===== src/dtc_defs.svh =====
// Register indices, field positions, reset values and clock counts of the timer pair.
`ifndef DTC_DEFS_SVH
`define DTC_DEFS_SVH

// ****************************************
// Register indices on the data-memory port
// ****************************************
`define DTC_IDX_COUNT8_VALUE     3'h0
`define DTC_IDX_COUNT16_LOW      3'h1
`define DTC_IDX_COUNT16_HIGH     3'h2
`define DTC_IDX_COUNT8_CONTROL   3'h3
`define DTC_IDX_COUNT16_CONTROL  3'h4
`define DTC_IDX_MISC             3'h5

// ****************************************
// Field positions and masks
// ****************************************
`define DTC_MISC_DIV_SEL_BIT     1
`define DTC_CTRL8_WRITE_MASK     8'hDF
`define DTC_CTRL16_WRITE_MASK    8'hF8

// ****************************************
// Reset values
// ****************************************
`define DTC_CTRL8_RESET          8'h00
`define DTC_CTRL16_RESET         8'h08
`define DTC_MISC_RESET           8'h00

// ****************************************
// Clock counts
// ****************************************
`define DTC_SYS_DIV4_LAST        2'h3
`define DTC_PRESCALE_WIDTH       7

`endif


===== src/dtc_timer_pair_unused_note.sv =====
// Holds no logic of its own; the whole timer pair lives in one design file.
`timescale 1ns/1ps
`default_nettype none
`default_nettype wire


===== src/dtc_pkg.sv =====
// Types shared by the timer pair: mode codes and the control register layout.
package dtc_pkg;

  // Operating modes held in the top two control bits.
  typedef enum logic [1:0] {
    DTC_MODE_EXT_EVENT = 2'b00,
    DTC_MODE_INT_EVENT = 2'b01,
    DTC_MODE_TIMER     = 2'b10,
    DTC_MODE_PULSE     = 2'b11
  } dtc_mode_t;

  // Control register image, bit 7 down to bit 0.
  typedef struct packed {
    dtc_mode_t  mode_sel;
    logic       clock_sel;
    logic       run;
    logic       edge_sel;
    logic [2:0] prescale_sel;
  } dtc_ctrl_t;

endpackage


===== src/dtc_timer_pair.sv =====
// Dual timer/event counter with data-memory register access.
//
// Functional notes
// - One 8-bit prescaled, one 16-bit up-counter.
// - Mode in control bits seven and six.
// - 10 timer, 11 pulse, 0x events.
// - Bit four run: set counts, clear holds.
// - Low three bits set 8-bit prescale ratio.
// - Prescaler ignored for event clock sources.
// - Timer and pulse modes use internal clock.
// - 16-bit clock: sub clock or sys/4.
// - Event mode: one count per pin edge.
// - Bit three selects active edge polarity.
// - Edge zero rising, edge one falling counted.
// - Internal event mode counts comparator transitions.
// - Counting past all ones overflows, requests interrupt.
// - Overflow reloads preload, counting continues.
// - Preload register has no reset value.
// - Stopped: preload write also loads count.
// - Running: preload write waits for overflow.
// - Value registers read live count; 16-bit low reads latch.
// - 16-bit low write only fills buffer.
// - High write loads high and buffered low.
// - High read latches low for later read.
// - Select bit picks divider source counter.
// - Pulse mode: stop, clear run at return.
`timescale 1ns/1ps
`default_nettype none
`include "dtc_defs.svh"

// ****************************************
// Input synchroniser with edge detection
// ****************************************
module dtc_sync_edge (
  input  wire logic clk_in,
  input  wire logic rstn_in,
  input  wire logic raw_in,
  output var  logic rise_out,
  output var  logic fall_out
);
  logic meta;
  logic stable;
  logic prev;

  // Two flops align the input, a third gives the previous level.
  always_ff @(posedge clk_in) begin
    if (!rstn_in) begin
      meta   <= 1'b0;
      stable <= 1'b0;
      prev   <= 1'b0;
    end else begin
      meta   <= raw_in;
      stable <= meta;
      prev   <= stable;
    end
  end

  // Edges are seen only on the settled copy.
  always_comb begin
    rise_out = stable & ~prev;
    fall_out = ~stable & prev;
  end
endmodule

// ****************************************
// One up-counter with preload and modes
// ****************************************
module dtc_counter #(
  parameter int WIDTH = 8
) (
  input  wire logic             clk_in,
  input  wire logic             rstn_in,
  input  wire dtc_pkg::dtc_ctrl_t ctrl_in,
  input  wire logic             int_tick_in,
  input  wire logic             pin_rise_in,
  input  wire logic             pin_fall_in,
  input  wire logic             cmp_rise_in,
  input  wire logic             cmp_fall_in,
  input  wire logic             load_wr_in,
  input  wire logic [WIDTH-1:0] load_val_in,
  output var  logic [WIDTH-1:0] count_out,
  output var  logic             ovf_out,
  output var  logic             pw_done_out
);
  logic [WIDTH-1:0] preload;
  logic             pw_active;
  logic             pw_finished;
  logic             advance;
  logic             at_full;
  logic             start_edge;
  logic             return_edge;
  logic             pin_sel_edge;
  logic             cmp_sel_edge;

  // Choose the counting event for the current mode.
  always_comb begin
    pin_sel_edge = ctrl_in.edge_sel ? pin_fall_in : pin_rise_in;
    cmp_sel_edge = ctrl_in.edge_sel ? cmp_fall_in : cmp_rise_in;
    start_edge   = ctrl_in.edge_sel ? pin_rise_in : pin_fall_in;
    return_edge  = ctrl_in.edge_sel ? pin_fall_in : pin_rise_in;
    at_full      = &count_out;
    advance      = 1'b0;
    if (ctrl_in.run) begin
      unique case (ctrl_in.mode_sel)
        dtc_pkg::DTC_MODE_TIMER:     advance = int_tick_in;
        dtc_pkg::DTC_MODE_PULSE:     advance = pw_active & int_tick_in;
        dtc_pkg::DTC_MODE_EXT_EVENT: advance = pin_sel_edge;
        dtc_pkg::DTC_MODE_INT_EVENT: advance = cmp_sel_edge;
      endcase
    end
  end

  // Preload holds no reset value; software must write it first.
  always_ff @(posedge clk_in) begin
    if (load_wr_in) begin
      preload <= load_val_in;
    end
  end

  // Count register: direct load when stopped, reload on overflow.
  always_ff @(posedge clk_in) begin
    if (!rstn_in) begin
      count_out <= '0;
    end else if (load_wr_in && !ctrl_in.run) begin
      count_out <= load_val_in;
    end else if (advance && at_full) begin
      count_out <= load_wr_in ? load_val_in : preload;
    end else if (advance) begin
      count_out <= count_out + 1'b1;
    end
  end

  // Overflow request lasts a single cycle.
  always_ff @(posedge clk_in) begin
    if (!rstn_in) begin
      ovf_out <= 1'b0;
    end else begin
      ovf_out <= advance & at_full;
    end
  end

  // Pulse width capture: arm on start edge, finish on return edge.
  always_ff @(posedge clk_in) begin
    if (!rstn_in) begin
      pw_active   <= 1'b0;
      pw_finished <= 1'b0;
      pw_done_out <= 1'b0;
    end else if (!ctrl_in.run || ctrl_in.mode_sel != dtc_pkg::DTC_MODE_PULSE) begin
      pw_active   <= 1'b0;
      pw_finished <= 1'b0;
      pw_done_out <= 1'b0;
    end else begin
      pw_done_out <= pw_active & return_edge;
      if (pw_active && return_edge) begin
        pw_active   <= 1'b0;
        pw_finished <= 1'b1;
      end else if (!pw_active && !pw_finished && start_edge) begin
        pw_active <= 1'b1;
      end
    end
  end

  property p_overflow_reload;
    @(posedge clk_in) disable iff (!rstn_in)
    (advance && at_full && !load_wr_in) |=> (ovf_out && count_out == $past(preload));
  endproperty
  a_overflow_reload: assert property (p_overflow_reload) else $error("overflow did not reload");

  property p_ovf_cause;
    @(posedge clk_in) disable iff (!rstn_in)
    ovf_out |-> $past(advance) && $past(count_out) == {WIDTH{1'b1}};
  endproperty
  a_ovf_cause: assert property (p_ovf_cause) else $error("overflow pulse without full count");

  property p_stopped_load;
    @(posedge clk_in) disable iff (!rstn_in)
    (load_wr_in && !ctrl_in.run) |=> count_out == $past(load_val_in);
  endproperty
  a_stopped_load: assert property (p_stopped_load) else $error("stopped preload write missed count");

  property p_running_load;
    @(posedge clk_in) disable iff (!rstn_in)
    (load_wr_in && ctrl_in.run && !advance) |=> (count_out == $past(count_out) && preload == $past(load_val_in));
  endproperty
  a_running_load: assert property (p_running_load) else $error("running preload write touched count");

  property p_stopped_hold;
    @(posedge clk_in) disable iff (!rstn_in)
    (!ctrl_in.run && !load_wr_in) [*2] |-> count_out == $past(count_out);
  endproperty
  a_stopped_hold: assert property (p_stopped_hold) else $error("stopped counter moved");

  property p_event_step;
    @(posedge clk_in) disable iff (!rstn_in)
    (ctrl_in.run && ctrl_in.mode_sel == dtc_pkg::DTC_MODE_EXT_EVENT && !ctrl_in.edge_sel
      && pin_rise_in && !at_full && !load_wr_in) |=> count_out == $past(count_out) + WIDTH'(1);
  endproperty
  a_event_step: assert property (p_event_step) else $error("rising event not counted once");

  property p_event_no_prescale;
    @(posedge clk_in) disable iff (!rstn_in)
    (ctrl_in.mode_sel == dtc_pkg::DTC_MODE_EXT_EVENT && !pin_rise_in && !pin_fall_in && !load_wr_in)
      |=> count_out == $past(count_out);
  endproperty
  a_event_no_prescale: assert property (p_event_no_prescale) else $error("event counter moved without edge");

  property p_pw_done;
    @(posedge clk_in) disable iff (!rstn_in)
    (pw_active && return_edge && ctrl_in.run && ctrl_in.mode_sel == dtc_pkg::DTC_MODE_PULSE)
      |=> (pw_done_out && !pw_active);
  endproperty
  a_pw_done: assert property (p_pw_done) else $error("return edge did not end capture");
endmodule

// ****************************************
// Top: registers, clock sources, counters
// ****************************************
module dtc_timer_pair (
  input  wire logic       sys_clk_in,
  input  wire logic       rstn_in,
  input  wire logic       reg_wr_en_in,
  input  wire logic       reg_rd_en_in,
  input  wire logic [2:0] reg_addr_in,
  input  wire logic [7:0] reg_wdata_in,
  input  wire logic       count8_event_pin_in,
  input  wire logic       count16_event_pin_in,
  input  wire logic       comparator1_out_in,
  input  wire logic       comparator2_out_in,
  input  wire logic       sub_clock_in,
  input  wire logic       count16_clk_option_in,
  output var  logic [7:0] reg_rdata_out,
  output var  logic       count8_irq_out,
  output var  logic       count16_irq_out,
  output var  logic       divider_clock_out
);
  dtc_pkg::dtc_ctrl_t                  count8_control;
  dtc_pkg::dtc_ctrl_t                  count16_control;
  logic                                divider_source_sel;
  logic [7:0]                          count16_low_buffer;
  logic [7:0]                          count16_low_latch;
  logic [`DTC_PRESCALE_WIDTH-1:0]      prescale_cnt;
  logic [7:0]                          prescale_mask;
  logic [1:0]                          sys_div4_cnt;
  logic                                tick8;
  logic                                tick16;
  logic [7:0]                          count8_value;
  logic [15:0]                         count16_value;
  logic                                ovf8;
  logic                                ovf16;
  logic                                pw_done8;
  logic                                pw_done16;
  logic                                pin8_rise;
  logic                                pin8_fall;
  logic                                pin16_rise;
  logic                                pin16_fall;
  logic                                cmp1_rise;
  logic                                cmp1_fall;
  logic                                cmp2_rise;
  logic                                cmp2_fall;
  logic                                sub_rise;
  logic                                wr8_value;
  logic                                wr16_high;

  // ****************************************
  // Input synchronisers
  // ****************************************
  dtc_sync_edge u_sync_pin8  (.clk_in(sys_clk_in), .rstn_in(rstn_in), .raw_in(count8_event_pin_in),
                              .rise_out(pin8_rise), .fall_out(pin8_fall));
  dtc_sync_edge u_sync_pin16 (.clk_in(sys_clk_in), .rstn_in(rstn_in), .raw_in(count16_event_pin_in),
                              .rise_out(pin16_rise), .fall_out(pin16_fall));
  dtc_sync_edge u_sync_cmp1  (.clk_in(sys_clk_in), .rstn_in(rstn_in), .raw_in(comparator1_out_in),
                              .rise_out(cmp1_rise), .fall_out(cmp1_fall));
  dtc_sync_edge u_sync_cmp2  (.clk_in(sys_clk_in), .rstn_in(rstn_in), .raw_in(comparator2_out_in),
                              .rise_out(cmp2_rise), .fall_out(cmp2_fall));
  dtc_sync_edge u_sync_sub   (.clk_in(sys_clk_in), .rstn_in(rstn_in), .raw_in(sub_clock_in),
                              .rise_out(sub_rise), .fall_out());

  // ****************************************
  // Internal clock enables
  // ****************************************

  // Free-running dividers for the prescaler and the divide-by-four tap.
  always_ff @(posedge sys_clk_in) begin
    if (!rstn_in) begin
      prescale_cnt <= '0;
      sys_div4_cnt <= '0;
    end else begin
      prescale_cnt <= prescale_cnt + 1'b1;
      sys_div4_cnt <= sys_div4_cnt + 1'b1;
    end
  end

  // Prescale ratio is two to the power of the select field.
  always_comb begin
    prescale_mask = (8'h01 << count8_control.prescale_sel) - 8'h01;
    tick8         = (prescale_cnt & prescale_mask[`DTC_PRESCALE_WIDTH-1:0])
                    == prescale_mask[`DTC_PRESCALE_WIDTH-1:0];
    tick16        = (count16_clk_option_in && count16_control.clock_sel) ? sub_rise
                    : (sys_div4_cnt == `DTC_SYS_DIV4_LAST);
  end

  // ****************************************
  // Register writes
  // ****************************************
  always_comb begin
    wr8_value = reg_wr_en_in && reg_addr_in == `DTC_IDX_COUNT8_VALUE;
    wr16_high = reg_wr_en_in && reg_addr_in == `DTC_IDX_COUNT16_HIGH;
  end

  // Control registers; a software write beats the automatic run clear.
  always_ff @(posedge sys_clk_in) begin
    if (!rstn_in) begin
      count8_control  <= `DTC_CTRL8_RESET;
      count16_control <= `DTC_CTRL16_RESET;
    end else begin
      if (reg_wr_en_in && reg_addr_in == `DTC_IDX_COUNT8_CONTROL) begin
        count8_control <= reg_wdata_in & `DTC_CTRL8_WRITE_MASK;
      end else if (pw_done8) begin
        count8_control.run <= 1'b0;
      end
      if (reg_wr_en_in && reg_addr_in == `DTC_IDX_COUNT16_CONTROL) begin
        count16_control <= reg_wdata_in & `DTC_CTRL16_WRITE_MASK;
      end else if (pw_done16) begin
        count16_control.run <= 1'b0;
      end
    end
  end

  // Divider source selection bit.
  always_ff @(posedge sys_clk_in) begin
    if (!rstn_in) begin
      divider_source_sel <= 1'b0;
    end else if (reg_wr_en_in && reg_addr_in == `DTC_IDX_MISC) begin
      divider_source_sel <= reg_wdata_in[`DTC_MISC_DIV_SEL_BIT];
    end
  end

  // Low byte writes land only in the holding buffer.
  always_ff @(posedge sys_clk_in) begin
    if (!rstn_in) begin
      count16_low_buffer <= 8'h00;
    end else if (reg_wr_en_in && reg_addr_in == `DTC_IDX_COUNT16_LOW) begin
      count16_low_buffer <= reg_wdata_in;
    end
  end

  // ****************************************
  // Counters
  // ****************************************
  dtc_counter #(.WIDTH(8)) u_count8 (
    .clk_in      (sys_clk_in),
    .rstn_in     (rstn_in),
    .ctrl_in     (count8_control),
    .int_tick_in (tick8),
    .pin_rise_in (pin8_rise),
    .pin_fall_in (pin8_fall),
    .cmp_rise_in (cmp1_rise),
    .cmp_fall_in (cmp1_fall),
    .load_wr_in  (wr8_value),
    .load_val_in (reg_wdata_in),
    .count_out   (count8_value),
    .ovf_out     (ovf8),
    .pw_done_out (pw_done8)
  );

  dtc_counter #(.WIDTH(16)) u_count16 (
    .clk_in      (sys_clk_in),
    .rstn_in     (rstn_in),
    .ctrl_in     (count16_control),
    .int_tick_in (tick16),
    .pin_rise_in (pin16_rise),
    .pin_fall_in (pin16_fall),
    .cmp_rise_in (cmp2_rise),
    .cmp_fall_in (cmp2_fall),
    .load_wr_in  (wr16_high),
    .load_val_in ({reg_wdata_in, count16_low_buffer}),
    .count_out   (count16_value),
    .ovf_out     (ovf16),
    .pw_done_out (pw_done16)
  );

  // ****************************************
  // Outputs and reads
  // ****************************************

  // Interrupt pulses and divider clock source follow overflow by one flop.
  always_ff @(posedge sys_clk_in) begin
    if (!rstn_in) begin
      count8_irq_out    <= 1'b0;
      count16_irq_out   <= 1'b0;
      divider_clock_out <= 1'b0;
    end else begin
      count8_irq_out    <= ovf8;
      count16_irq_out   <= ovf16;
      divider_clock_out <= divider_source_sel ? ovf16 : ovf8;
    end
  end

  // Reading the high byte freezes the low byte for the next read.
  always_ff @(posedge sys_clk_in) begin
    if (!rstn_in) begin
      count16_low_latch <= 8'h00;
    end else if (reg_rd_en_in && reg_addr_in == `DTC_IDX_COUNT16_HIGH) begin
      count16_low_latch <= count16_value[7:0];
    end
  end

  // Read data is registered; unmapped indices read zero.
  always_ff @(posedge sys_clk_in) begin
    if (!rstn_in) begin
      reg_rdata_out <= 8'h00;
    end else if (reg_rd_en_in) begin
      unique case (reg_addr_in)
        `DTC_IDX_COUNT8_VALUE:    reg_rdata_out <= count8_value;
        `DTC_IDX_COUNT16_LOW:     reg_rdata_out <= count16_low_latch;
        `DTC_IDX_COUNT16_HIGH:    reg_rdata_out <= count16_value[15:8];
        `DTC_IDX_COUNT8_CONTROL:  reg_rdata_out <= count8_control;
        `DTC_IDX_COUNT16_CONTROL: reg_rdata_out <= count16_control;
        `DTC_IDX_MISC:            reg_rdata_out <= {6'h00, divider_source_sel, 1'b0};
        default:                  reg_rdata_out <= 8'h00;
      endcase
    end
  end

  property p_low_latch;
    @(posedge sys_clk_in) disable iff (!rstn_in)
    (reg_rd_en_in && reg_addr_in == `DTC_IDX_COUNT16_HIGH) ##2
      (reg_rd_en_in && reg_addr_in == `DTC_IDX_COUNT16_LOW) |=> reg_rdata_out == $past(count16_low_latch);
  endproperty
  a_low_latch: assert property (p_low_latch) else $error("low read not from latch");

  property p_read_count8;
    @(posedge sys_clk_in) disable iff (!rstn_in)
    (reg_rd_en_in && reg_addr_in == `DTC_IDX_COUNT8_VALUE) |=> reg_rdata_out == $past(count8_value);
  endproperty
  a_read_count8: assert property (p_read_count8) else $error("count read wrong value");

  property p_low_write_buffered;
    @(posedge sys_clk_in) disable iff (!rstn_in)
    (reg_wr_en_in && reg_addr_in == `DTC_IDX_COUNT16_LOW && !count16_control.run)
      |=> (count16_low_buffer == $past(reg_wdata_in) && count16_value == $past(count16_value));
  endproperty
  a_low_write_buffered: assert property (p_low_write_buffered) else $error("low write changed count");

  property p_high_write;
    @(posedge sys_clk_in) disable iff (!rstn_in)
    (wr16_high && !count16_control.run) |=> count16_value == {$past(reg_wdata_in), $past(count16_low_buffer)};
  endproperty
  a_high_write: assert property (p_high_write) else $error("high write did not load both bytes");

  property p_run_autoclear;
    @(posedge sys_clk_in) disable iff (!rstn_in)
    (pw_done16 && !(reg_wr_en_in && reg_addr_in == `DTC_IDX_COUNT16_CONTROL)) |=> !count16_control.run;
  endproperty
  a_run_autoclear: assert property (p_run_autoclear) else $error("run bit not cleared after pulse");

  property p_irq_pulse;
    @(posedge sys_clk_in) disable iff (!rstn_in)
    $rose(ovf8) |=> count8_irq_out;
  endproperty
  a_irq_pulse: assert property (p_irq_pulse) else $error("overflow request not raised");
endmodule

`default_nettype wire


===== config.mk =====
export PLATFORM = sky130hd
export DESIGN_NAME = dtc_timer_pair
export DESIGN_NICKNAME = d
export VERILOG_FILES = /design/src/dtc_timer_pair_unused_note.sv /design/src/dtc_pkg.sv /design/src/dtc_timer_pair.sv
export VERILOG_INCLUDE_DIRS = /design/src
export SDC_FILE = /design/constraint.sdc
export NUM_CORES = 1
export LEC_CHECK = 0
export BUFFER_PORTS_ARGS = -buffer_cell sky130_fd_sc_hd__buf_4
export CAP_MARGIN = 20
export CORE_MARGIN = 5
export CORE_UTILIZATION = 60
export CTS_CLUSTER_SIZE = 25
export DETAILED_ROUTE_END_ITERATION = 16
export HOLD_SLACK_MARGIN = 0.03
export PLACE_DENSITY = 0.82
export SYNTH_ARGS = -nofsm -noshare
export SYNTH_HDL_FRONTEND = slang
export SYNTH_SLANG_ARGS = --single-unit

===== constraint.sdc =====
create_clock -name sys_clk_in -period 5.9 [get_ports sys_clk_in]
set_clock_uncertainty 0.1 [all_clocks]
set_input_delay 0.59 -clock sys_clk_in [delete_from_list [all_inputs] [get_ports sys_clk_in]]
set_output_delay 0.59 -clock sys_clk_in [all_outputs]
set_load 0.1 [all_outputs]

Word level (Yosys, flattened, before mapping)

Index checks and enable logic that the tools add are counted.

Add/subtract/negate cells: 5
Equal/unequal tests: 15
Shift-type cells: 1
Multiplexer cells: 25
Bitwise operators: 26
Reductions and logical operators: 39

Operator list:

| kind                                              | number |
|---|---|
| two-way mux 16 bit                                | 4 |
| one-hot mux 8 bit (6 select lines)                | 1 |
| two-way mux 8 bit                                 | 4 |
| logical AND 1 bit                                 | 18 |
| adder 16 x 1 -> 16 bit (second input constant)    | 1 |
| AND reduction 16 bit                              | 1 |
| bitwise AND 1 bit                                 | 15 |
| two-way mux 1 bit                                 | 14 |
| == test 2 bit (second input constant)             | 5 |
| inverter 1 bit                                    | 10 |
| adder 8 x 1 -> 8 bit (second input constant)      | 1 |
| one-hot mux 1 bit (4 select lines)                | 2 |
| AND reduction 8 bit                               | 1 |
| adder 7 x 1 -> 7 bit (second input constant)      | 1 |
| bitwise AND 7 bit                                 | 1 |
| == test 7 bit                                     | 1 |
| left shift 1 x 3 -> 7 bit (first input constant)  | 1 |
| subtractor 7 x 1 -> 7 bit (second input constant) | 1 |
| == test 3 x 2 -> 1 bit (second input constant)    | 2 |
| == test 3 bit (second input constant)             | 2 |
| zero test 1 bit                                   | 6 |
| nonzero test 3 bit                                | 2 |
| OR reduction 3 bit                                | 2 |
| == test 2 x 1 -> 1 bit (second input constant)    | 2 |
| other kinds (8)                                   | 13 |

Flip-flop bits (word level): 120
Input port bits: 21
Output and inout bits: 11
Word-level logic and storage cells: 155

Depth between registers and ports, before layout

Word-level depth: 10
Depth in mapped cells: 8
Gate-level depth less buffers: 7

By module

A second synthesis with hierarchy kept.

Cell total of the unflattened synthesis: 626
Area, all modules: 5,849.4 sq um

By module, submodules not included:

| module                   | times used | cells each | area an instance (sq um) | seq. area each (sq um) |
|---|---|---|---|---|
| dtc_timer_pair           | 1          | 249        | 2,431.1                  | 980.9 |
| dtc_counter at u_count16 | 1          | 219        | 1,899.3                  | 720.7 |
| dtc_counter at u_count8  | 1          | 118        | 1,062.3                  | 400.4 |
| dtc_sync_edge            | 5          | 8          | 91.3                     | 60.1 |

Least setup slack after synthesis

OpenSTA, ideal clock, no wires.

Path type: input -> register
Start: in reg_addr_in[0]
End: reg u_count16.count_out[12]
Arrival time: 2.012 ns
Data required time: 5.678 ns
Setup slack: 3.667 ns
Stages on the path: 6
Buffers on the path: 1
Path through: buf_2 > nor3b_4 > mux2_2 > a311oi_1 > nor3_1 > a221o_1

Longest elaborated chain between the ends: 5
Elaborated cells on any way between the ends: 7

Ends and longest elaborated chain:

| element                       | line                  | text |
|---|---|---|
| start: declaration            | dtc_timer_pair.sv:223 | `input wire logic [2:0] reg_addr_in,` |
| == test 3 x 2 -> 1 bit *      | n/a                   |  |
| logical AND 1 bit (no line) * | n/a                   |  |
| two-way mux 16 bit            | n/a                   |  |
| two-way mux 16 bit            | dtc_timer_pair.sv:126 | `end else if (advance && at_full) begin` |
| two-way mux 16 bit            | dtc_timer_pair.sv:124 | `end else if (load_wr_in && !ctrl_in.run) begin` |
| end signal: assignment        | dtc_timer_pair.sv:125 | `count_out <= load_val_in;` |
| end signal: assignment        | dtc_timer_pair.sv:127 | `count_out <= load_wr_in ? load_val_in : preload;` |
| end signal: assignment        | dtc_timer_pair.sv:129 | `count_out <= count_out + 1'b1;` |
| end: declaration              | dtc_timer_pair.sv:81  | `output var logic [WIDTH-1:0] count_out,` |

Mark *: on every way between the ends. The rest lies on a longest branch, timed or not.
A chain may end at the register's enable or synchronous reset.

Final worst setup path

Start: in reg_addr_in[2]
End: reg u_count16.count_out[12]

The elaborated chain is that of the path after synthesis.

==> results.cfg <==
[status]
status = completed

[synth]
synth_top_area_share_pct = 45.0
ys_top_cells_by_area = dfxtp_1 45%, mux2i_1 6.9%, nor2_1 5.1%
synth-edff-count = 0
async_flop_share_pct = 0
synth-seq-area-share_pct = 45.0
ys_seq_elements = 120
ys.flop_type = dfxtp_1
yosysUniqueCellTypes = 62
netlist_instances = 556
avgSynthCellArea_um2 = 9.60
yosys.area.top_type = dfxtp_1
syn_nets = 581
yosysWarnings = 0
synthesis.area_mm2 = 0.00534

[sta]
rsz0062_at_grt = no
fmaxAchievable_ghz = 0.414
relSlewSlack_pct = 30.1
maxSlewViolCount = 0
worstMarginPinSlew_ps = 1040
min_period_over_period_pct = 41.0
setup_tns_ps = 0
fin_hold_ws_ps = 148
fin_ws_ps = 3480
setup_viol = 0
hold_violations = 0
period_needed_ps = 2420

[pwr]
pwr-share-clk_pct = 49.0
powerDensity_mw_per_mm2 = 324
p_comb_share_pct = 7.1
vdd.ir_drop.worst_mv = 0.189
netSwitchingFraction_pct = 27.1
p_leak_nw = 2.30
internal_power_mw = 1.45
p_total_mw = 1.99
power.switching_mw = 0.539
power_frac_seq_pct = 43.9

[critical_path]
r2r-start = u_count16.count_out[0]$_SDFFE_PN0P_
cp_cell_sequence = buf_4, nand2b_4, nor3b_4, mux2_2, a311oi_1, nor3_1, a221o_1
startpoint_type = input port
path_class = input port to flip-flop
slowest_stage = nor3b_4
crit_path_max_fanout = 16
worstSetupEndpoint = u_count16.count_out[12]$_SDFFE_PN0P_
cp_num_cells = 7
worstPathArrival_ps = 2750
startpoint = reg_addr_in[2]
rrSetupSlack_ps = 3520
crit_buf_inv = 1
crit_family = simple AND/OR/NAND/NOR gates
cp-end-kind = flip-flop
r2r_cells = 7
slowest_delay_ps = 780
r2r_end = u_count16.count_out[9]$_SDFFE_PN0P_
required_ps = 6230

[cts]
clockBufferDepth = 2
cts_sinks = 120
cts_made_buffers = 17
root_buffer = clkbuf_8
cts_tree = done
cts_setup_buffers = 0
path_clk_slew_ps = 70
clkLatencyLatePin_ps = 540
cts_max_level = 4
cts.hold.buffers_added = 0
cts_resized = 0

[detailed_routing]
vias_per_cell = 6.31
vias = 4414
drt-initial-drc-count = 343
drt-total-wl_um = 13700
first_pass_iters = 5
ant_nets = 0
wl_per_cell_um = 19.5
drc = 0

[grt]
gr-total-overflow = 0
grt_pass1_wl_um = 21900
antenna_found_initial = 0
grt_pass1_vias = 4264
grt_util_all_layers_pct = 25.3
grt_max_degree = 54

[placement]
place_hpwl_um = 8800
gp_congestion = 0.907
portBuffers = 31
place_ws_ps = 2960

[layout]
area_growth_pct = 15.4
diodes = 0
final_common_cell = dfxtp_1
utilization_pct = 70.9
fin_nets = 604
drive_gt1_share_pct = 18.8
final_cell_mix = 120 x dfxtp_1, 73 x nor2_1, 37 x mux2i_1

[die]
start_util_pct = 61.5
coreArea_mm2 = 0.00868
num_rows = 34
die_area_mm2 = 0.0109
die_y_um = 104
die_x_um = 104
io_pins = 32

[worst_hold_path]
hold_class = input port to flip-flop

[flow_run]
drv_cap = 0
per-layer routing:
layer / track usage (%) / routed length (um) / vias to the layer above
li1: - / - / 2042
met1: 31.1 / 5570 / 2087
met2: 40.0 / 6430 / 231
met3: 8.26 / 1120 / 54
met4: 11.7 / 551 / 0
met5: 0 / 0 / -
cells by family (layout without fill, tap and decap cells):
family | after synthesis | count (layout) | synth area share (%)
adder cells (fa/ha/maj) | 4 | 4 | 0.938
buffers and inverters | 40 | 76 | 3.38
AND/OR/NAND/NOR | 212 | 212 | 21.1
XOR/XNOR | 16 | 16 | 2.63
flip-flops | 120 | 120 | 45.0
multiplexers | 66 | 66 | 14.2
AO/OA/AOI/OAI | 98 | 98 | 12.8
power groups by stage:
stage	Clock, mW	Combinational, mW	Sequential, mW
2_1_floorplan	0	0.0854	0.899
3_3_place_gp	0	0.132	0.888
3_5_place_dp	0	0.137	0.891
4_1_cts	0.980	0.139	0.874
5_1_grt	1.03	0.152	0.878
6_report	0.976	0.141	0.874
cell type report:
cell class	count	area [um^2]
fill	620	2520
multi-input combinational	396	2750
sequential	120	2400
tap	108	135
inverter	9	33.8
timing repair buffer	35	267
clock buffer	17	414
clock inverter	15	150
cells in the mapped netlist, types with 2 or more instances:
cell and count:
nor3_2 2, dfxtp_1 120, buf_6 2, nand3b_1 5, nand2_1 29, and2_1 20, inv_1 8, buf_2 8
o221ai_1 3, nor2b_1 3, nor3b_1 2, o21ai_0 13, a311oi_1 3, mux2i_1 37, nand3_2 2, nand4b_1 3
nor3_1 4, a2bb2oi_1 6, xor2_1 6, mux4_2 5, a22oi_1 7, clkbuf_1 18, xnor2_1 10, a31oi_1 10
a21oi_1 26, or3_1 2, a211oi_1 5, nand3_1 25, mux2_2 23, or2_2 4, nand2b_1 16, and3_1 5
nand4_1 7, nor2_1 73, ha_1 4, a21boi_0 2, o211ai_1 3, a221o_1 11
how the worst min path moves through the flow:
stage	startpoint	endpoint	slack [ps]	cells after the start
final	sub_clock_in	u_sync_sub.meta$_SDFF_PN0_	150	2
after global routing	sub_clock_in	u_sync_sub.meta$_SDFF_PN0_	140	2
after CTS	comparator2_out_in	u_sync_cmp2.meta$_SDFF_PN0_	140	2
after detailed placement	sys_div4_cnt[0]$_SDFF_PN0_	sys_div4_cnt[0]$_SDFF_PN0_	320	1
after global placement	sys_div4_cnt[0]$_SDFF_PN0_	sys_div4_cnt[0]$_SDFF_PN0_	310	1
after floorplan	sys_div4_cnt[0]$_SDFF_PN0_	sys_div4_cnt[0]$_SDFF_PN0_	300	1
worst reg2reg max path, cell delays in order (launching register included):
cell and delay, ps:
dfxtp_1 450, ha_1 250, nand3_2 150, nor4_4 410
nand3_2 330, nor2_1 200, a211oi_1 80, a221o_1 290
sequential cells by signal, summed over array words and instances (netlist names), 2 cells and up:
name / count
sys_div4_cnt: 2
count8_control: 7
reg_rdata_out: 8
u_count16.preload: 16
count16_low_buffer: 8
u_count8.count_out: 8
count16_low_latch: 8
prescale_cnt: 7
u_count16.count_out: 16
u_count8.preload: 8
count16_control: 5
stage by stage:
step | std cells | area [um^2]
2_1_floorplan | 556 | 5340
3_3_place_gp | 665 | 5560
3_5_place_dp | 665 | 5560
4_1_cts | 697 | 6130
5_1_grt | 700 | 6150
6_report | 700 | 6150
No activity file was read; power rests on OpenSTA's default activity.
